[src/rtl/smw_defines.vh]
// constants for the static memory wait-state controller
// Function
// (RULE1) sample wait input every clock during access
// (RULE2) bank select cycle counts as first wait
// (RULE3) recognise asserted wait within two clocks
// (RULE4) software programs at least two wait states
// (RULE5) wait phase lasts N clocks or wait-release, later
// (RULE6) two-state bank: wait asserted next cycle; with the synchroniser delay only banks of four or more states see it
// (RULE7) finish access three clocks after wait release
// (RULE8) wait count 2..31, assert delay bounded
// (RULE9) strobes active low, released at completion
// (RULE10) per-bank wait count applied to access
`ifndef SMW_DEFINES_VH
`define SMW_DEFINES_VH
`define SMW_WS_MIN     5'h02
`define SMW_WS_MAX     5'h1f
`define SMW_TAIL_CYC   2'h3
`define SMW_WS_RST     5'h1f
`define SMW_ST_IDLE    4'h1
`define SMW_ST_WAIT    4'h2
`define SMW_ST_TAIL    4'h4
`define SMW_ST_DONE    4'h8
`endif

[src/rtl/smw_sync.v]
// two-flop synchroniser for one level input
module smw_sync (
	input  wire clock,
	input  wire rst_n,
	input  wire d_in,
	output wire q_out
);
	reg meta_ff;
	reg sync_ff;

	always @(posedge clock) begin
		if (!rst_n) begin
			meta_ff <= 1'b1;
			sync_ff <= 1'b1;
		end else begin
			meta_ff <= d_in;
			sync_ff <= meta_ff;
		end
	end

	assign q_out = sync_ff;
endmodule

[src/rtl/smw_ctrl.v]
// static memory access sequencer with wait states and external wait input
`include "smw_defines.vh"
module smw_ctrl #(
	parameter NBANK = 4,
	parameter BW    = 2
) (
	input  wire             clock,
	input  wire             rst_n,
	input  wire             cfg_we,
	input  wire [BW-1:0]    cfg_bank,
	input  wire [4:0]       cfg_ws,
	input  wire             req_valid,
	input  wire             req_write,
	input  wire [BW-1:0]    req_bank,
	input  wire [1:0]       req_lanes,
	input  wire             ext_wait_n,
	output reg              req_ready,
	output reg              done_ff,
	output reg  [NBANK-1:0] bank_select_n,
	output reg              output_enable_n,
	output reg              write_enable_n,
	output reg  [1:0]       byte_lane_n
);
	reg  [3:0]  state_ff;
	reg  [3:0]  nxt_state;
	reg  [4:0]  cnt_ff;
	reg  [4:0]  nxt_cnt;
	reg  [1:0]  tail_ff;
	reg  [1:0]  nxt_tail;
	reg  [4:0]  ws_ff [0:NBANK-1];
	wire        wait_sync;
	wire [4:0]  ws_sel;
	wire [4:0]  cfg_ws_clamped;

	// pin input passes two flops before any logic sees it [RULE1] [RULE3]
	smw_sync u_sync (
		.clock (clock),
		.rst_n (rst_n),
		.d_in  (ext_wait_n),
		.q_out (wait_sync)
	);

	// counts below two cannot be stretched by wait, so clamp into range [RULE8]
	assign cfg_ws_clamped = (cfg_ws < `SMW_WS_MIN) ? `SMW_WS_MIN : cfg_ws;
	assign ws_sel = ws_ff[req_bank];

	genvar g;
	generate
		for (g = 0; g < NBANK; g = g + 1) begin : g_bank
			always @(posedge clock) begin
				if (!rst_n)
					ws_ff[g] <= `SMW_WS_RST;
				else if (cfg_we && cfg_bank == g) // [RULE10]
					ws_ff[g] <= cfg_ws_clamped;
			end
		end
	endgenerate

	always @* begin
		nxt_state = state_ff;
		nxt_cnt   = cnt_ff;
		nxt_tail  = tail_ff;
		case (state_ff)
			`SMW_ST_IDLE: begin
				if (req_valid) begin
					nxt_state = `SMW_ST_WAIT;
					// select cycle is wait state one [RULE2] [RULE10]
					nxt_cnt   = ws_sel - 5'h01;
				end
			end
			`SMW_ST_WAIT: begin
				if (cnt_ff != 5'h00)
					nxt_cnt = cnt_ff - 5'h01;
				// leave when count spent and wait seen released, later wins [RULE5]
				// wait phase spans at least n clocks including the select cycle
				if (cnt_ff == 5'h00 && wait_sync) begin
					nxt_state = `SMW_ST_TAIL;
					nxt_tail  = `SMW_TAIL_CYC;
				end
			end
			`SMW_ST_TAIL: begin
				if (tail_ff == 2'h1)
					nxt_state = `SMW_ST_DONE;
				else
					nxt_tail = tail_ff - 2'h1; // [RULE7]
			end
			`SMW_ST_DONE: nxt_state = `SMW_ST_IDLE;
			default: nxt_state = `SMW_ST_IDLE;
		endcase
	end

	always @(posedge clock) begin
		if (!rst_n) begin
			state_ff        <= `SMW_ST_IDLE;
			cnt_ff          <= 5'h00;
			tail_ff         <= 2'h0;
			req_ready       <= 1'b1;
			done_ff         <= 1'b0;
			bank_select_n   <= {NBANK{1'b1}};
			output_enable_n <= 1'b1;
			write_enable_n  <= 1'b1;
			byte_lane_n     <= 2'h3;
		end else begin
			state_ff <= nxt_state;
			cnt_ff   <= nxt_cnt;
			tail_ff  <= nxt_tail;
			done_ff  <= (state_ff == `SMW_ST_TAIL) && (nxt_state == `SMW_ST_DONE);
			req_ready <= (nxt_state == `SMW_ST_IDLE);
			if (state_ff == `SMW_ST_IDLE && req_valid) begin
				bank_select_n   <= ~({{(NBANK-1){1'b0}}, 1'b1} << req_bank); // [RULE9]
				output_enable_n <= req_write;
				write_enable_n  <= ~req_write;
				byte_lane_n     <= ~req_lanes;
			end else if (state_ff == `SMW_ST_TAIL && nxt_state == `SMW_ST_DONE) begin
				bank_select_n   <= {NBANK{1'b1}}; // [RULE9]
				output_enable_n <= 1'b1;
				write_enable_n  <= 1'b1;
				byte_lane_n     <= 2'h3;
			end
		end
	end
endmodule

[config.mk]
export PLATFORM = sky130hd
export DESIGN_NAME = smw_ctrl
export DESIGN_NICKNAME = d
export VERILOG_FILES = /design/src/rtl/smw_sync.v /design/src/rtl/smw_ctrl.v
export VERILOG_INCLUDE_DIRS = /design/src /design/src/rtl
export SDC_FILE = /design/constraint.sdc
export NUM_CORES = 1
export LEC_CHECK = 0
export BUFFER_PORTS_ARGS = -buffer_cell sky130_fd_sc_hd__buf_2
export CAP_MARGIN = 10
export CORE_MARGIN = 2
export CORE_UTILIZATION = 57
export CTS_CLUSTER_SIZE = 30
export DETAILED_ROUTE_END_ITERATION = 8
export HOLD_SLACK_MARGIN = 0.02
export PLACE_DENSITY = 0.79
export SLEW_MARGIN = 20
export SYNTH_ARGS = -nofsm -noshare
export SYNTH_HDL_FRONTEND = slang
export SYNTH_SLANG_ARGS = --single-unit
[constraint.sdc]
create_clock -name clock -period 5.8 [get_ports clock]
set_input_delay 0.87 -clock clock [delete_from_list [all_inputs] [get_ports clock]]
set_output_delay 0.87 -clock clock [all_outputs]
set_load 0.01 [all_outputs]
==> impl_metrics.tcl <==
set metrics [dict create \
    ys_ff_latch 43 \
    clock_skew_ps 13.4 \
    drt_iter0_drc 127 \
    cp-end-kind "flop" \
    post-route-min-period_ps 2690 \
    io_pins 27 \
    cts_tree "built" \
    route.detailed.drc 0 \
    min_path_type "reg -> reg" \
    fillCellCount 263 \
    htree_levels 2 \
    syn_inst 198 \
    whs_ps 445 \
    root_buffer "clkbuf_4" \
    fmax_mhz 372 \
    crit_type "in -> reg" \
    cts.sinks 43 \
    maxSlewViolCount 0 \
    antenna_found_initial 0 \
    finalCritPeriodShare_pct 46.4 \
    hold_viol 0 \
    power.density_nw_per_um2 285 \
    grt_pass1_vias 1611 \
    fp-row-count 21 \
    grt_start_max_net_pins 27 \
    cts.repair.resized 0 \
    power_uw 665 \
    via_per_inst 6.07 \
    yosys_warnings 0 \
    fin_setup_tns_ps 0 \
    start_util_pct 60.9 \
    die_h_um 64.4 \
    rsz0062_at_grt "false" \
    dieArea_um2 4150 \
    syn_avg_cell_area_um2 10.5 \
    syn_to_final_growth_pct 12.0 \
    async_flop_share_pct 0 \
    synth_edf_count 20 \
    synth_cell_types 48 \
    ir_drop_v 0.000166 \
    cts_buffer_depth 2 \
    synth_fp_nets 217 \
    overflow 0 \
    core_area_um2 3420 \
    start_kind "primary input" \
    cp_data_arrival_time_ps 2940 \
    place.gp.congestion 0.838 \
    setup_viol 0 \
    cts_buffers 5 \
    port_buffers 26 \
    status "finished, final reports clean" \
    grt_pass1_wl_mm 7.03 \
    dieWidth_um 64.4 \
    seq_area_frac_synth_pct 51.0 \
    hold_buffers 0 \
    routedWlPerCell_um 15.8 \
    tightestPinTransition_ps 941 \
    post_cts_buffers 0 \
    yosysTopAreaCell "edfxtp_1" \
    netlist.area_leader.share_pct 28.9 \
    nNetsFinal 242 \
    dp_hpwl_mm 3.19 \
    dr_total_vias 1640 \
    mappedNetlistArea_um2 2080 \
    crit_required_ps 6050 \
    cp_max_fo 12 \
    utilization_pct 68.2 \
    p_leak_uw 0.000865 \
    grt_usage_pct 22.0 \
    drt_first_pass_iters 4 \
    final_layout_size_suffix_gt1_share_pct 20.5 \
    cap_violations 0 \
    synth_area_leaders "edfxtp_1 29%, dfxtp_1 22%, nand2_1 5.6%" \
    clk_pin_slew_ps 130 \
    synthFlopType "dfxtp_1" \
    antenna_left 0 \
    antennaDiodeCount 0 \
    totalWireLength_mm 4.28 \
    clk_latency_ps 350 \
    timing.max_slew.rel_slack_pct 36.7 \
]
[through the flow]
step | instances | area, µm² | setup slack, ps
2_1_floorplan | 198 | 2080 | 3150
3_3_place_gp | 262 | 2230 | 2900
3_5_place_dp | 262 | 2230 | 2760
4_1_cts | 270 | 2330 | 3140
5_1_grt | 270 | 2330 | 2900
6_report | 270 | 2330 | 3110
[worst max-delay path, cell delays in order]
cell and delay (ps):
buf_2 250, mux4_1 640, a21oi_1 170, ha_1 280, nor3b_1 320, a21oi_1 110, a31oi_1 200, o21ai_0 90
[placed cells by master (no fill, tap or decap), drive strengths merged, types with 2 or more instances in the layout]
master | synthesis | final
or2 | 4 | 4
buf | 5 | 26
dfxtp | 23 | 23
o31ai | 2 | 2
and2 | 2 | 2
or3 | 10 | 10
nor2 | 20 | 20
o41ai | 2 | 2
nand2 | 31 | 31
ha | 2 | 2
or4 | 2 | 2
nor4b | 2 | 2
a311oi | 3 | 3
inv | 7 | 8
clkbuf | 3 | 6
nand3 | 3 | 3
o21ai | 11 | 11
mux4 | 6 | 6
mux2i | 4 | 4
edfxtp | 20 | 20
a21oi | 5 | 5
o22ai | 3 | 3
o32ai | 2 | 2
nor3 | 2 | 2
nand2b | 4 | 4
nand4 | 4 | 4
[final timing paths]
kind	from	endpoint	slack (ps)	cells past startpoint
max	req_bank[0]	cnt_ff[4]	3110	8
min	u_sync.meta_ff	u_sync.q_out	450	1
max reg2reg	state_ff[3]	cnt_ff[2]	3170	8
min reg2reg	u_sync.meta_ff	u_sync.q_out	450	1
[synth_stat cells (2+ instances only)]
cell,instances
nand2_1,31
dfxtp_1,23
nand2b_1,4
nand4_1,4
mux4_2,3
or4_1,2
nand3_1,3
nor2_1,20
inv_1,7
o32ai_1,2
o31ai_1,2
o41ai_1,2
buf_2,3
or2_2,4
a21oi_1,5
o22ai_1,3
and2_1,2
edfxtp_1,20
mux2i_1,4
a311oi_1,3
mux4_1,3
clkbuf_1,3
ha_1,2
or3_1,10
o21ai_0,10
[registers in the layout, indices dropped and copies added, names as in the netlist]
signal           cells
done_ff              1
req_ready            1
bank_select_n        4
u_sync.q_out         1
output_enable_n      1
write_enable_n       1
byte_lane_n          2
tail_ff              2
ws_ff               20
u_sync.meta_ff       1
cnt_ff               5
state_ff             4
[metal layers]
layer  routed length, µm  global-route usage, %  part of all wire (%)  vias up
met5                   0                      0                     0        -
met4                  76                   8.51                   1.8        0
met3                 232                   4.05                   5.4       10
met2                2250                   41.9                    53       60
met1                1720                   23.8                    40      776
li1                    -                      -                     -      794
[logic make-up (layout without fill, tap and decap cells)]
family          after synthesis  after routing  synth area share [%]
compound gates               37             37                  12.0
mux                          11             11                  9.51
fa+ha+maj                     2              2                  1.20
simple gates                 90             90                  23.0
flops                        43             43                  51.0
buf+inv                      15             41                  3.25
[where the power goes]
part	internal, µW	leakage, µW	switching, µW	total, µW
combinational	38.2	0.000424	55.5	93.7
clock	120	0.0000555	101	220
sequential	338	0.000385	13.0	351
total	496	0.000865	169	665
[layout make-up]
type / count / area (µm²) / share of cell area, %
well taps: 46 / 57.6 / 2.47
multi-input cells: 140 / 951 / 40.8
inverters: 7 / 26.3 / 1.13
clock buffers: 6 / 62.6 / 2.69
repair buffers: 26 / 130 / 5.59
clock inverters: 2 / 41.3 / 1.77
flip-flops and latches: 43 / 1060 / 45.5
No activity file was read; power rests on OpenSTA's default activity.
